===== src/pmt_map.svh =====
// Register map, field positions and reset values of the prescaled match timer.
// Assumes byte addresses on a 32-bit APB; every register takes one aligned word.
`ifndef PMT_MAP_SVH
`define PMT_MAP_SVH

`define PMT_ADDR_FLAGS      32'h4001_4000
`define PMT_ADDR_RUN        32'h4001_4004
`define PMT_ADDR_COUNT      32'h4001_4008
`define PMT_ADDR_LIMIT      32'h4001_400C
`define PMT_ADDR_DIVCNT     32'h4001_4010
`define PMT_ADDR_MATCHCTL   32'h4001_4014
`define PMT_ADDR_CMP0       32'h4001_4018
`define PMT_ADDR_CMP_STEP   32'h0000_0004
`define PMT_ADDR_MASK       32'h4001_4080

`define PMT_RUN_COUNT_EN    0
`define PMT_RUN_COUNT_CLR   1
`define PMT_FLAG_MATCH_LSB  0
`define PMT_FLAG_CAPT_LSB   4
`define PMT_FLAG_W          7
`define PMT_MCTL_W          12
`define PMT_MCTL_IRQ        0
`define PMT_MCTL_CLEAR      1
`define PMT_MCTL_HALT       2
`define PMT_MCTL_STRIDE     3
`define PMT_NUM_MATCH       4

`define PMT_RST_WORD        32'h0000_0000
`define PMT_RST_FLAGS       7'h00
`define PMT_RST_MCTL        12'h000

`endif


===== src/pmt_pkg.sv =====
// Types shared by the prescaled match timer core.
// Assumes pmt_map.svh is on the include path.
`include "pmt_map.svh"

package pmt_pkg;

	typedef logic [31:0] pmt_word_t;

	typedef struct packed {
		logic      sel;
		logic      enable;
		logic      write;
		pmt_word_t addr;
		pmt_word_t wdata;
	} pmt_apb_req_s;

	typedef struct packed {
		logic [`PMT_NUM_MATCH-1:0] irq_en;
		logic [`PMT_NUM_MATCH-1:0] clr_en;
		logic [`PMT_NUM_MATCH-1:0] halt_en;
	} pmt_match_s;

	typedef struct packed {
		logic [`PMT_FLAG_W-1:0]                event_flags;
		logic [`PMT_FLAG_W-1:0]                irq_mask;
		logic                                  count_enable;
		logic                                  count_clear;
		pmt_word_t                             main_count_value;
		pmt_word_t                             divider_limit;
		pmt_word_t                             tick_divider_count;
		logic [`PMT_MCTL_W-1:0]                match_action_ctrl;
		logic [`PMT_NUM_MATCH-1:0][31:0]       compare_value;
		logic [`PMT_NUM_MATCH-1:0]             hit_seen;
		logic                                  pready;
		logic                                  pslverr;
		pmt_word_t                             prdata;
		logic                                  irq;
	} pmt_state_s;

endpackage


===== src/pmt_core.sv =====
// Prescaled match timer core: 32-bit prescaler, 32-bit main counter, four match channels,
// sticky event flags with mask and one level interrupt, all behind an APB slave.
// Assumes pclk at 200 MHz, APB signals synchronous to pclk, ce freezes every flip-flop.
//
// Overview of operation
// - Flag set on source event, held until cleared.
// - Writing one clears flag, zero leaves it.
// - Match flags 0-3 in bits 0-3, reset zero.
// - Capture flags in bits 4-6, upper reserved.
// - Control bit 0 enables both counters.
// - Control bit 1 holds both counters cleared.
// - Main counter steps at prescaler terminal count.
// - Main counter wraps silently to zero.
// - Prescaler counts, returns zero at limit.
// - Main counter advances every limit+1 clocks.
// - Match-control bit 0 enables match-0 interrupt.
// - Match-control bit 1 clears counter on match.
// - Match-control bit 2 stops counters, clears enable.
// - Bits 3 and 4 do channel 1 likewise.
// - Bit 5, bits 6-11 serve channels 1-3.
// - Compare values checked continuously against counter.
`timescale 1ns/100ps
`include "pmt_map.svh"

module pmt_core
	import pmt_pkg::*;
(
	input  wire logic        pclk,
	input  wire logic        presetn,
	input  wire logic        ce,
	input  wire logic        psel,
	input  wire logic        penable,
	input  wire logic        pwrite,
	input  wire logic [31:0] paddr,
	input  wire logic [31:0] pwdata,
	output logic      [31:0] prdata,
	output logic             pready,
	output logic             pslverr,
	output logic             irq
);

	pmt_state_s                st_ff;
	pmt_state_s                nxt_st;
	pmt_apb_req_s              req;
	pmt_match_s                mctl;
	logic [`PMT_NUM_MATCH-1:0] hit;
	logic [`PMT_NUM_MATCH-1:0] hit_event;

	assign req = '{sel: psel, enable: penable, write: pwrite, addr: paddr, wdata: pwdata};

	// Per-channel comparator and action enables
	genvar gi;
	generate
		for (gi = 0; gi < `PMT_NUM_MATCH; gi++) begin : g_match
			assign hit[gi] = (st_ff.compare_value[gi] == st_ff.main_count_value);
			assign hit_event[gi] = hit[gi] & ~st_ff.hit_seen[gi];
			assign mctl.irq_en[gi] =
				st_ff.match_action_ctrl[gi*`PMT_MCTL_STRIDE + `PMT_MCTL_IRQ];
			assign mctl.clr_en[gi] =
				st_ff.match_action_ctrl[gi*`PMT_MCTL_STRIDE + `PMT_MCTL_CLEAR];
			assign mctl.halt_en[gi] =
				st_ff.match_action_ctrl[gi*`PMT_MCTL_STRIDE + `PMT_MCTL_HALT];
		end
	endgenerate

	always_comb begin
		logic                      setup;
		logic                      wr;
		logic                      mapped;
		logic                      any_halt;
		logic                      any_clr;
		logic                      tick;
		logic [`PMT_FLAG_W-1:0]    flag_set;
		logic [`PMT_FLAG_W-1:0]    flag_clr;
		pmt_word_t                 rdata;
		setup    = 1'b0;
		wr       = 1'b0;
		mapped   = 1'b0;
		any_halt = 1'b0;
		any_clr  = 1'b0;
		tick     = 1'b0;
		flag_set = '0;
		flag_clr = '0;
		rdata    = '0;
		nxt_st   = st_ff;

		setup = req.sel & ~req.enable;
		wr    = req.sel & req.enable & st_ff.pready & req.write;

		// Match events: one per arrival of equality
		nxt_st.hit_seen = hit;
		flag_set[`PMT_FLAG_MATCH_LSB +: `PMT_NUM_MATCH] = hit_event & mctl.irq_en;
		any_halt = |(hit_event & mctl.halt_en);
		any_clr  = |(hit & mctl.clr_en);

		// Sticky flags; a new event wins over a clear in the same cycle
		if (wr && req.addr == `PMT_ADDR_FLAGS) begin
			flag_clr = req.wdata[`PMT_FLAG_W-1:0];
		end
		nxt_st.event_flags = (st_ff.event_flags & ~flag_clr) | flag_set;

		if (wr && req.addr == `PMT_ADDR_MASK) begin
			nxt_st.irq_mask = req.wdata[`PMT_FLAG_W-1:0];
		end
		if (wr && req.addr == `PMT_ADDR_MATCHCTL) begin
			nxt_st.match_action_ctrl = req.wdata[`PMT_MCTL_W-1:0];
		end
		if (wr && req.addr == `PMT_ADDR_LIMIT) begin
			nxt_st.divider_limit = req.wdata;
		end
		for (int i = 0; i < `PMT_NUM_MATCH; i++) begin
			if (wr && req.addr == `PMT_ADDR_CMP0 + 32'(i) * `PMT_ADDR_CMP_STEP) begin
				nxt_st.compare_value[i] = req.wdata;
			end
		end

		// Run control; a halt from a match wins over a software enable
		if (wr && req.addr == `PMT_ADDR_RUN) begin
			nxt_st.count_enable = req.wdata[`PMT_RUN_COUNT_EN];
			nxt_st.count_clear  = req.wdata[`PMT_RUN_COUNT_CLR];
		end
		if (any_halt) begin
			nxt_st.count_enable = 1'b0;
		end

		// Counters
		tick = st_ff.count_enable & ~any_halt
			& (st_ff.tick_divider_count == st_ff.divider_limit);
		if (st_ff.count_clear) begin
			nxt_st.main_count_value   = '0;
			nxt_st.tick_divider_count = '0;
		end else begin
			if (wr && req.addr == `PMT_ADDR_COUNT) begin
				nxt_st.main_count_value = req.wdata;
			end else if (tick) begin
				if (any_clr) begin
					nxt_st.main_count_value = '0;
				end else begin
					nxt_st.main_count_value = st_ff.main_count_value + 32'h0000_0001;
				end
			end
			if (wr && req.addr == `PMT_ADDR_DIVCNT) begin
				nxt_st.tick_divider_count = req.wdata;
			end else if (tick) begin
				nxt_st.tick_divider_count = '0;
			end else if (st_ff.count_enable && !any_halt) begin
				nxt_st.tick_divider_count = st_ff.tick_divider_count + 32'h0000_0001;
			end
		end

		// Read decode at the setup edge; answer stands in the first access cycle
		mapped = 1'b1;
		unique case (req.addr)
			`PMT_ADDR_FLAGS:    rdata = {25'h0000000, st_ff.event_flags};
			`PMT_ADDR_RUN:      rdata = {30'h00000000, st_ff.count_clear, st_ff.count_enable};
			`PMT_ADDR_COUNT:    rdata = st_ff.main_count_value;
			`PMT_ADDR_LIMIT:    rdata = st_ff.divider_limit;
			`PMT_ADDR_DIVCNT:   rdata = st_ff.tick_divider_count;
			`PMT_ADDR_MATCHCTL: rdata = {20'h00000, st_ff.match_action_ctrl};
			`PMT_ADDR_MASK:     rdata = {25'h0000000, st_ff.irq_mask};
			default: begin
				mapped = 1'b0;
				for (int i = 0; i < `PMT_NUM_MATCH; i++) begin
					if (req.addr == `PMT_ADDR_CMP0 + 32'(i) * `PMT_ADDR_CMP_STEP) begin
						mapped = 1'b1;
						rdata  = st_ff.compare_value[i];
					end
				end
			end
		endcase

		nxt_st.pready = setup;
		if (setup) begin
			nxt_st.pslverr = ~mapped;
			nxt_st.prdata  = (mapped && !req.write) ? rdata : '0;
		end else begin
			nxt_st.pslverr = 1'b0;
		end

		nxt_st.irq = |(nxt_st.event_flags & nxt_st.irq_mask);
	end

	always_ff @(posedge pclk or negedge presetn) begin
		if (!presetn) begin
			st_ff <= '0;
		end else if (ce) begin
			st_ff <= nxt_st;
		end
	end

	assign prdata  = st_ff.prdata;
	assign pready  = st_ff.pready;
	assign pslverr = st_ff.pslverr;
	assign irq     = st_ff.irq;

endmodule


===== config.mk =====
export PLATFORM = sky130hd
export DESIGN_NAME = pmt_core
export DESIGN_NICKNAME = d
export VERILOG_FILES = /design/src/pmt_pkg.sv /design/src/pmt_core.sv
export VERILOG_INCLUDE_DIRS = /design/src /design/src/src
export SDC_FILE = /design/constraint.sdc
export NUM_CORES = 1
export LEC_CHECK = 0
export CORE_ASPECT_RATIO = 2
export CORE_MARGIN = 5
export CORE_UTILIZATION = 35
export DETAILED_ROUTE_END_ITERATION = 10
export DONT_BUFFER_PORTS = 1
export PLACE_DENSITY = 0.61
export SYNTH_ARGS = -nofsm -noshare
export SYNTH_HDL_FRONTEND = slang
export SYNTH_SLANG_ARGS = --single-unit
export TNS_END_PERCENT = 50

===== constraint.sdc =====
create_clock -name pclk -period 3.5 [get_ports pclk]
set_clock_uncertainty 0.2 [all_clocks]
set_input_delay 0.7 -clock pclk [delete_from_list [all_inputs] [get_ports pclk]]
set_output_delay 0.7 -clock pclk [all_outputs]
set_load 0.02 [all_outputs]

Word level (Yosys, flattened, before mapping)
Cells that the tools add are included.
{"block": "classes", "addsub": 2, "n_eq_ne": 16, "muxes": 24, "bitwise": 24, "reduce_logical": 33}
{"op": "32-bit 2-to-1 mux", "count": 13}
{"op": "32-bit by 31-bit equality test with 1-bit output, second input constant", "count": 11}
{"op": "32-bit case mux with 7 select lines", "count": 1}
{"op": "32-bit equality test", "count": 5}
{"op": "32-bit by 1-bit adder with 32-bit output, second input constant", "count": 2}
{"op": "2-bit AND reduction", "count": 11}
{"op": "7-bit bitwise AND", "count": 2}
{"op": "7-bit 2-to-1 mux", "count": 2}
{"op": "7-bit OR reduction", "count": 2}
{"op": "1-bit logical AND", "count": 13}
{"op": "4-bit bitwise AND", "count": 3}
{"op": "1-bit bitwise AND", "count": 10}
{"op": "4-bit OR reduction", "count": 2}
{"op": "1-bit 2-to-1 mux", "count": 7}
{"op": "1-bit inverter", "count": 7}
{"op": "7-bit inverter", "count": 1}
{"op": "7-bit by 4-bit bitwise OR with 7-bit output", "count": 1}
{"op": "4-bit nonzero test", "count": 1}
{"op": "3-bit nonzero test", "count": 1}
{"op": "1-bit zero test", "count": 2}
{"op": "2-bit 2-to-1 mux", "count": 1}
{"op": "2-bit nonzero test", "count": 1}
{"block": "totals", "regBits": 291, "in_bits": 70, "output_inout_bits": 35, "wordCells": 116}

Logic depth before layout (Yosys ltp)
Gate-level depths: netlist of run 1.
{"block": "depth", "word_depth": 10, "ltp_mapped": 11, "mapped_depth_nobuf": 9}

Least setup slack after synthesis of run 1
Ideal clock, no wire load.
{"block": "synth_path", "path_type": "input -> register", "from": "input port paddr[13]", "to": "register st_ff, in the netlist irq", "arrival_time_ps": 2995, "slack_ps": 179, "cell_stages": 8, "n_path_buf": 0, "cell_sequence": "nor4b_4 > nand4_1 > or4_1 > nor2_4 > mux2i_1 > a21oi_1 > a221o_1 > o32a_1"}
{"block": "synth_between", "elab_chain_cells": 8, "word_cells_on_any_way": 11, "cone_classes": "eq/ne (2); mux (2); bitwise (4); reduce/logical (3)"}
{"item": "from (decl)", "line": "pmt_core.sv:34", "rtl": "input wire logic [31:0] paddr,"}
{"item": "32-bit by 31-bit equality test with 1-bit output"}
{"item": "1-bit logical AND (no source line)"}
{"item": "7-bit 2-to-1 mux", "line": "pmt_core.sv:97", "rtl": "if (wr && req.addr == `PMT_ADDR_FLAGS) begin"}
{"item": "7-bit inverter", "line": "pmt_core.sv:100", "rtl": "nxt_st.event_flags = (st_ff.event_flags & ~flag_clr) | flag_set;"}
{"item": "7-bit bitwise AND", "line": "pmt_core.sv:100"}
{"item": "7-bit by 4-bit bitwise OR with 7-bit output", "line": "pmt_core.sv:100"}
{"item": "7-bit bitwise AND (*)", "line": "pmt_core.sv:180", "rtl": "nxt_st.irq = |(nxt_st.event_flags & nxt_st.irq_mask);"}
{"item": "7-bit OR reduction (*)", "line": "pmt_core.sv:180"}
{"item": "to (signal assigned)", "line": "pmt_core.sv:187", "rtl": "st_ff <= nxt_st;"}
{"item": "to (decl)", "line": "pmt_core.sv:42", "rtl": "pmt_state_s st_ff;"}
Every way passes the cells marked *; elsewhere a longest branch is shown, timed or not.
A chain may end at the register's enable or synchronous reset.

Worst setup path in the final report of run 1
{"block": "layout_path", "from": "register st_ff[106] (netlist bit)", "to": "register st_ff[193] (netlist bit)"}
{"block": "layout_between", "elab_chain_cells": 10, "word_cells_on_any_way": 14, "cone_classes": "eq/ne (1); mux (3); bitwise (5); reduce/logical (5)"}
{"item": "32-bit equality test (*)", "line": "pmt_core.sv:55", "rtl": "assign hit[gi] = (st_ff.compare_value[gi] == st_ff.main_count_value);"}
{"item": "1-bit bitwise AND (*)", "line": "pmt_core.sv:56", "rtl": "assign hit_event[gi] = hit[gi] & ~st_ff.hit_seen[gi];"}
{"item": "4-bit bitwise AND (*)", "line": "pmt_core.sv:93", "rtl": "any_halt = |(hit_event & mctl.halt_en);"}
{"item": "4-bit OR reduction (*)", "line": "pmt_core.sv:93"}
{"item": "1-bit inverter", "line": "pmt_core.sv:127", "rtl": "tick = st_ff.count_enable & ~any_halt"}
{"item": "1-bit bitwise AND", "line": "pmt_core.sv:127"}
{"item": "1-bit bitwise AND", "line": "pmt_core.sv:128", "rtl": "& (st_ff.tick_divider_count == st_ff.divider_limit);"}
{"item": "32-bit 2-to-1 mux", "line": "pmt_core.sv:144", "rtl": "end else if (tick) begin"}
{"item": "32-bit 2-to-1 mux", "line": "pmt_core.sv:142", "rtl": "if (wr && req.addr == `PMT_ADDR_DIVCNT) begin"}
{"item": "32-bit 2-to-1 mux", "line": "pmt_core.sv:129", "rtl": "if (st_ff.count_clear) begin"}
Marks and branches as above.

==> flow_summary.rst, run 1 <==
.. list-table::
   :header-rows: 1

   * - Metric
     - Value
   * - Mean number of vias per cell
     - 6.17
   * - Die area
     - 0.0545 mm^2
   * - All-layer global routing usage
     - 26.6%
   * - Power density over the cells
     - 335 mW/mm^2
   * - Starting density of the core
     - 35.3%
   * - Pleak
     - 10.1 nW
   * - Quantity of hold-fixing buffers added after cts
     - 6
   * - Final hold vios
     - 291
   * - Yosys Warn Count
     - 0
   * - Startpoint kind of the worst setup timing path
     - register
   * - Layout cell share with drive strength beyond 1
     - 29.3%
   * - Post-synthesis instance area
     - 0.0174 mm^2
   * - Die extent in x
     - 168 um
   * - Slew Limit Headroom
     - -1.10%
   * - Largest net degree at the start of global routing
     - 292
   * - Root cell of the clock tree
     - clkbuf_16
   * - Crit path DAT
     - 3880 ps
   * - DP HPWL
     - 55900 um
   * - Total count of max-transition violations in the final report
     - 42
   * - Top cell types by occurrence after synthesis
     - dfrtp_1 (291), mux2_2 (148), xor2_1 (139), nand2_1 (104), o21ai_0 (76)
   * - Worst hold margin
     - -356 ps
   * - Vias post-DR
     - 15400
   * - Bufs on Longest Clock Path
     - 3
   * - Via count of the first global-routing pass
     - 15800
   * - Worst setup slack after layout
     - -73.6 ps
   * - Max_cap viols
     - 0
   * - CTS HTree Levels
     - 1
   * - Detailed-route wire length
     - 74800 um
   * - Type of element capturing the critical path
     - register
   * - Share of synthesized area occupied by flip-flops and latches
     - 41.9%
   * - Min-Delay Path Class
     - primary input to async pin
   * - Upper clock frequency limit
     - 280 MHz
   * - Mean instance size in the synthesized netlist
     - 10.3 um^2
   * - Violations in the final reports
     - negative hold slack, max-slew violations, negative setup slack
   * - Total gr overflow
     - 0
   * - Standard cell area after detailed placement
     - 0.0196 mm^2
   * - Met3 Use GR
     - 3.55%
   * - GP Congestion
     - 1.01
   * - Routing layer with the top usage in global route
     - met2
   * - Final routed DRC violation total
     - 0
   * - Sinks on the clock net
     - 291
   * - Dominant cell by count in the synthesized netlist
     - dfrtp_1
   * - Total CTS buffers
     - 28
   * - Antenna cells
     - 0
   * - Worst slew pin tran
     - 1520 ps
   * - Ports placed on the boundary
     - 105
   * - Count of standard-cell rows
     - 115
   * - RSZ-0062 raised after global routing
     - true
   * - Setup CP Type
     - register to register
   * - Top cells by area in the synthesized netlist
     - dfrtp_1 (42%), mux2_2 (9.6%), xor2_1 (7.0%), nand2_1 (2.2%), mux2i_1 (2.2%)
   * - Number of storage elements in the synthesis netlist
     - 291
   * - Count of buffers inserted at the top-level ports
     - 0
   * - Worst VDD drop
     - 0.311 mV
   * - Clock period minus final worst setup slack
     - 3570 ps
   * - Clk pin slew, worst setup/hold paths
     - 70 ps
   * - Cell type with the highest aggregate area in the netlist
     - dfrtp_1
   * - First-pass GRT wire length
     - 108000 um
   * - Clock insertion delay at the later pin of the skew report
     - 610 ps
   * - Initial antenna violation count
     - 1
   * - Area share of the largest cell type after synthesis
     - 41.9%
   * - Crit share post-route
     - 102%
   * - Synth Net Count
     - 1766
   * - Total of endpoints with negative setup slack in the final report
     - 20
   * - Floorplan Core Area
     - 0.0492 mm^2
   * - Distinct cell type count after synthesis
     - 84
   * - Finished layout cell area
     - 0.0209 mm^2
   * - Layout Nets
     - 1906
   * - Max FO, Critical Path
     - 7
   * - Count of nets left with antenna violations after detail routing
     - 0
   * - Total iterations of the first detailed-routing run
     - 9
   * - Critical path required time
     - 3810 ps
   * - Routed wire length per instance
     - 29.9 um
   * - Prevailing post-synth register cell
     - dfrtp_1
   * - Post-synth ARST share
     - 100%
   * - Post-synthesis instance total
     - 1694
   * - Post-synth EDFFs
     - 0
   * - Clock tree from TritonCTS
     - done
   * - Met2 track demand over resource in global routing
     - 46.7%
   * - Detailed router's first-iteration violation count
     - 1484
   * - Status
     - complete, but fails checks
   * - GRT met1 Usage
     - 27.3%
   * - Synth-to-Final Area Change
     - 20.3%
   * - Die height
     - 325 um
## cells in the final DEF (no fill, tap or decap), types with 14 or more instances in the layout
master,netlist,layout
o21ai_0,76,72
buf_4,42,254
nand2_1,104,104
clkbuf_16,0,29
a21o_1,34,34
nor4_1,57,49
o211ai_1,14,14
dfrtp_1,291,288
a222oi_1,36,36
o221ai_1,24,24
xnor2_1,34,34
mux2_1,30,30
nand3_1,26,25
nor3_1,30,29
inv_1,21,21
a21oi_1,72,72
buf_12,0,17
mux2i_1,38,38
nand4_1,34,34
xor2_1,139,134
a31oi_1,16,16
o21ai_1,19,23
mux2_2,148,148
nor2_1,46,43
and3_1,18,18
## path summary, 6_finish.rpt
path	startpoint	endpoint	slack [ps]	cells past startpoint
max	st_ff[106]$_DFFE_PN0P_	st_ff[193]$_DFFE_PN0P_	-70	11
min	presetn	st_ff[206]$_DFFE_PN0P_	-360	0
max reg2reg	st_ff[106]$_DFFE_PN0P_	st_ff[193]$_DFFE_PN0P_	-70	11
min reg2reg	st_ff[47]$_DFFE_PN0P_	st_ff[47]$_DFFE_PN0P_	340	1
max in group asynchronous	presetn	st_ff[270]$_DFFE_PN0P_	2290	0
min in group pclk	pwdata[1]	mctl[4]$_DFFE_PN0P_	20	2
## critical path, cell delays in order, from the launching register on
cell and delay [ps]:
dfrtp_1 450, xor2_1 260, buf_4 190, nor4_2 70, nand4_1 180, buf_6 160, nor4_4 70, a2111oi_4 800
buf_12 210, nand4_4 200, or4_1 570, nand3_1 90
## metal layers
metal  wire [um]  vias to the layer above  part of all wire, %
li1            -                     6560                    -
met1       24300                     7740                   32
met2       37600                      810                   50
met3        4500                      309                  6.0
met4        8480                        0                   11
met5           0                        -                    0
## cells by family after synthesis
| family | after synthesis | synth area share, % |
|---|---|---|
| and+or+nand+nor | 425 | 14.2 |
| AOI/OAI and AO/OA | 394 | 15.9 |
| DFF | 291 | 41.9 |
| muxes | 216 | 13.7 |
| buffers and inverters | 193 | 5.42 |
| xor gates and xnor gates | 173 | 8.72 |
| adders and majority gates | 2 | 0.144 |
## area by class of cell
cell class / instances / area, um^2
Multi-Input combinational cell: 1211 / 9360
Clock buffer: 32 / 746
Inverter: 22 / 82.6
Clock inverter: 20 / 254
Timing Repair Buffer: 280 / 2350
Sequential cell: 291 / 7290
Tap cell: 643 / 805
Fill cell: 4746 / 28300
## through the flow
step | instances | total power [mW] | TNS, ps | utilization [%] | setup slack, ps
detailed placement | 2432 | 3.63 | -39930 | 39.8 | -734
finish | 2499 | 7.00 | -720 | 42.5 | -73.6
global placement | 2432 | 3.63 | -35870 | 39.8 | -666
floorplan | 1694 | 3.58 | 0 | - | 179
CTS | 2495 | 7.02 | 0 | 42.2 | 6.97
global route | 2499 | 7.16 | -866 | 42.5 | -89.3
## flip-flops by register name (all words and copies together), names as in the netlist
register  count
irq           1
mctl         12
prdata       32
pready        1
pslverr       1
st_ff       244
## where the power goes
group          switching [mW]  leakage, nW  internal, mW  total, mW
logic                  0.0934         5.63        0.0856      0.179
clock network            1.50        0.491          1.91       3.41
registers              0.0293         3.99          3.38       3.41
total                    1.62         10.1          5.38       7.00
## repair_timing
item,4_1_cts,5_1_grt
pin swaps,2,9
endpoints found under the setup margin,65,64
cloned,1,1
endpoints found under the hold margin,301,291
resized for setup,10,22
setup buffers,4,3
Note: power is estimated with default switching activity, not from simulation.
==> inputs of run 2 (changes only) <==
--- a/config.mk
+++ b/config.mk
@@ -6,12 +6,11 @@
 export SDC_FILE = /design/constraint.sdc
 export NUM_CORES = 1
 export LEC_CHECK = 0
-export CORE_ASPECT_RATIO = 2
-export CORE_MARGIN = 5
 export CORE_UTILIZATION = 35
 export DETAILED_ROUTE_END_ITERATION = 10
 export DONT_BUFFER_PORTS = 1
 export PLACE_DENSITY = 0.61
+export SLEW_MARGIN = 20
 export SYNTH_ARGS = -nofsm -noshare
 export SYNTH_HDL_FRONTEND = slang
 export SYNTH_SLANG_ARGS = --single-unit
==> run 2 against run 1 <==
The flow finishes with violations (negative hold slack). Clock power increased by 10%. Sequential share of layout area increased by 1.3 points. Power increased by 4.5%. Critical path depth unchanged. Routed wire length decreased by 12%. Final area decreased by 3.5%. Sequential power about the same. Critical endpoint unchanged.
==> flow_summary.rst, run 2 (synthesis results as in run 1) <==
.. list-table::
   :header-rows: 1

   * - Metric
     - Value
   * - Slew Limit Headroom
     - 6.53%
   * - Via count of the first global-routing pass
     - 14400
   * - Clk pin slew, worst setup/hold paths
     - 60 ps
   * - Mean number of vias per cell
     - 6.15
   * - Detailed router's first-iteration violation count
     - 2241
   * - Fraction of the core area covered by cells at the end of the flow
     - 41.2%
   * - Register bank with the most flops
     - st_ff
   * - Crit path DAT
     - 3700 ps
   * - Relative contribution of the clock network to total power
     - 51.3%
   * - DP HPWL
     - 47700 um
   * - Layout Nets
     - 1801
   * - Total CTS buffers
     - 34
   * - Min-Delay Path Class
     - primary input to async pin
   * - Startpoint kind of the worst setup timing path
     - register
   * - Number of flip-flops in the largest register
     - 244
   * - Layout cell share with drive strength beyond 1
     - 24.5%
   * - Highest-count cells in the layout ignoring fill and taps
     - dfrtp_1 (290), buf_4 (150), mux2_2 (148), xor2_1 (135), nand2_1 (104)
   * - Crit share post-route
     - 98.1%
   * - Finished layout cell area
     - 0.0202 mm^2
   * - Antenna cells
     - 0
   * - Switching component of the power
     - 1.57 mW
   * - Die extent in x
     - 225 um
   * - Clock insertion delay at the later pin of the skew report
     - 540 ps
   * - Clock tree from TritonCTS
     - done
   * - Ordered list of cells on the worst path
     - xor2_1 > buf_4 > nor4_1 > nand4_1 > nor2_1 > a2111oi_4 > buf_12 > nand4_4 > buf_4 > or4_1 > nand3_1
   * - First-pass GRT wire length
     - 97500 um
   * - Final routed DRC violation total
     - 0
   * - Total iterations of the first detailed-routing run
     - 10
   * - Max_cap viols
     - 0
   * - Power density over the cells
     - 363 mW/mm^2
   * - Ports placed on the boundary
     - 105
   * - Total of endpoints with negative setup slack in the final report
     - 0
   * - Detailed-route wire length
     - 65600 um
   * - Floorplan Core Area
     - 0.0490 mm^2
   * - Worst hold margin
     - -327 ps
   * - Largest net degree at the start of global routing
     - 292
   * - Upper clock frequency limit
     - 291 MHz
   * - Starting density of the core
     - 35.5%
   * - GP Congestion
     - 0.972
   * - Die height
     - 225 um
   * - Total gr overflow
     - 0
   * - Die area
     - 0.0505 mm^2
   * - Sequential Power Share
     - 46.6%
   * - Setup TNS after final layout
     - 0 ps
   * - Critical path required time
     - 3770 ps
   * - Count of standard-cell rows
     - 81
   * - Status
     - complete, but fails checks
   * - Sinks on the clock net
     - 291
   * - Synth-to-Final Area Change
     - 16.0%
   * - Type of element capturing the critical path
     - register
   * - Worst VDD drop
     - 0.306 mV
   * - Worst slew pin tran
     - 1400 ps
   * - CTS HTree Levels
     - 2
   * - Sw Ratio
     - 21.5%
   * - Max FO, Critical Path
     - 7
   * - Routed wire length per instance
     - 27.2 um
   * - Clock period minus final worst setup slack
     - 3430 ps
   * - Cell-internal power
     - 5.74 mW
   * - Violations in the final reports
     - negative hold slack
   * - Worst Reg2Reg Path Length in Cells
     - 11
   * - Portion of total power attributed to combinational logic
     - 2.1%
   * - Count of buffers inserted at the top-level ports
     - 0
   * - Root cell of the clock tree
     - clkbuf_16
   * - Bufs on Longest Clock Path
     - 3
   * - Commonest non-fill, non-tap cell in the layout
     - dfrtp_1
   * - Total count of max-transition violations in the final report
     - 0
   * - Vias post-DR
     - 14900
   * - CP max stage delay
     - 730 ps
   * - All-layer global routing usage
     - 25.9%
   * - Count of nets left with antenna violations after detail routing
     - 0
   * - Initial antenna violation count
     - 0
   * - Final hold vios
     - 291
   * - CP max stage cell
     - a2111oi_4
   * - Pleak
     - 9.63 nW
   * - Standard cell area after detailed placement
     - 0.0189 mm^2
   * - Cell with the most instances on the worst path
     - buf_4
   * - Setup CP Type
     - register to register
## run 2: what timing repair did
action,in CTS,in global routing
pin swaps,0,2
setup endpoints to repair,61,64
buffers inserted,0,2
resized for setup,1,12
hold endpoints to repair,291,291
cloned,0,0
## run 2: layout make-up
class	count	area (um^2)
Clock buffer	50	1040
Inverter	22	82.6
Fill cell	4684	28800
Tap cell	664	831
Sequential cell	291	7280
Timing Repair Buffer	170	1530
Multi-Input combinational cell	1210	9270
Clock inverter	9	120
## run 2: final timing paths
kind | start | endpoint | slack [ps]
max | st_ff[246]$_DFFE_PN0P_ | st_ff[193]$_DFFE_PN0P_ | 70
min | presetn | st_ff[282]$_DFFE_PN0P_ | -330
max reg2reg | st_ff[246]$_DFFE_PN0P_ | st_ff[193]$_DFFE_PN0P_ | 70
min reg2reg | st_ff[64]$_DFFE_PN0P_ | st_ff[64]$_DFFE_PN0P_ | 330
max in group asynchronous | presetn | st_ff[91]$_DFFE_PN0P_ | 2300
min in group pclk | ce | st_ff[285]$_DFFE_PN0P_ | 70
## run 2: power groups by stage
stage	clock network (mW)	registers (mW)	logic (mW)
2_1_floorplan	0	3.46	0.120
3_3_place_gp	0	3.47	0.143
3_5_place_dp	0	3.47	0.144
4_1_cts	3.81	3.41	0.145
5_1_grt	3.94	3.41	0.160
6_report	3.75	3.41	0.151
## run 2: through the flow
stage,total power [mW],worst slack [ps],std cells
4_1_cts,7.36,6.13,2414
3_5_place_dp,3.61,-145,2355
2_1_floorplan,3.58,179,1694
6_report,7.31,66.0,2416
3_3_place_gp,3.61,-174,2355
5_1_grt,7.51,-1.70,2416
## run 2: critical path, delay by kind of cell (launching register included)
family                 cells  cell delay (ps)
AND/OR/NAND/NOR            6             1120
AO/OA/AOI/OAI              1              730
buffers and inverters      3              570
flip-flops                 1              490
XOR/XNOR                   1              250
## run 2: metal layers
| layer | track usage (%) | share of wire [%] |
|---|---|---|
| met1 | 35.8 | 42 |
| met2 | 39.8 | 45 |
| met3 | 5.63 | 9.5 |
| met4 | 8.78 | 3.6 |
| met5 | 0 | 0 |
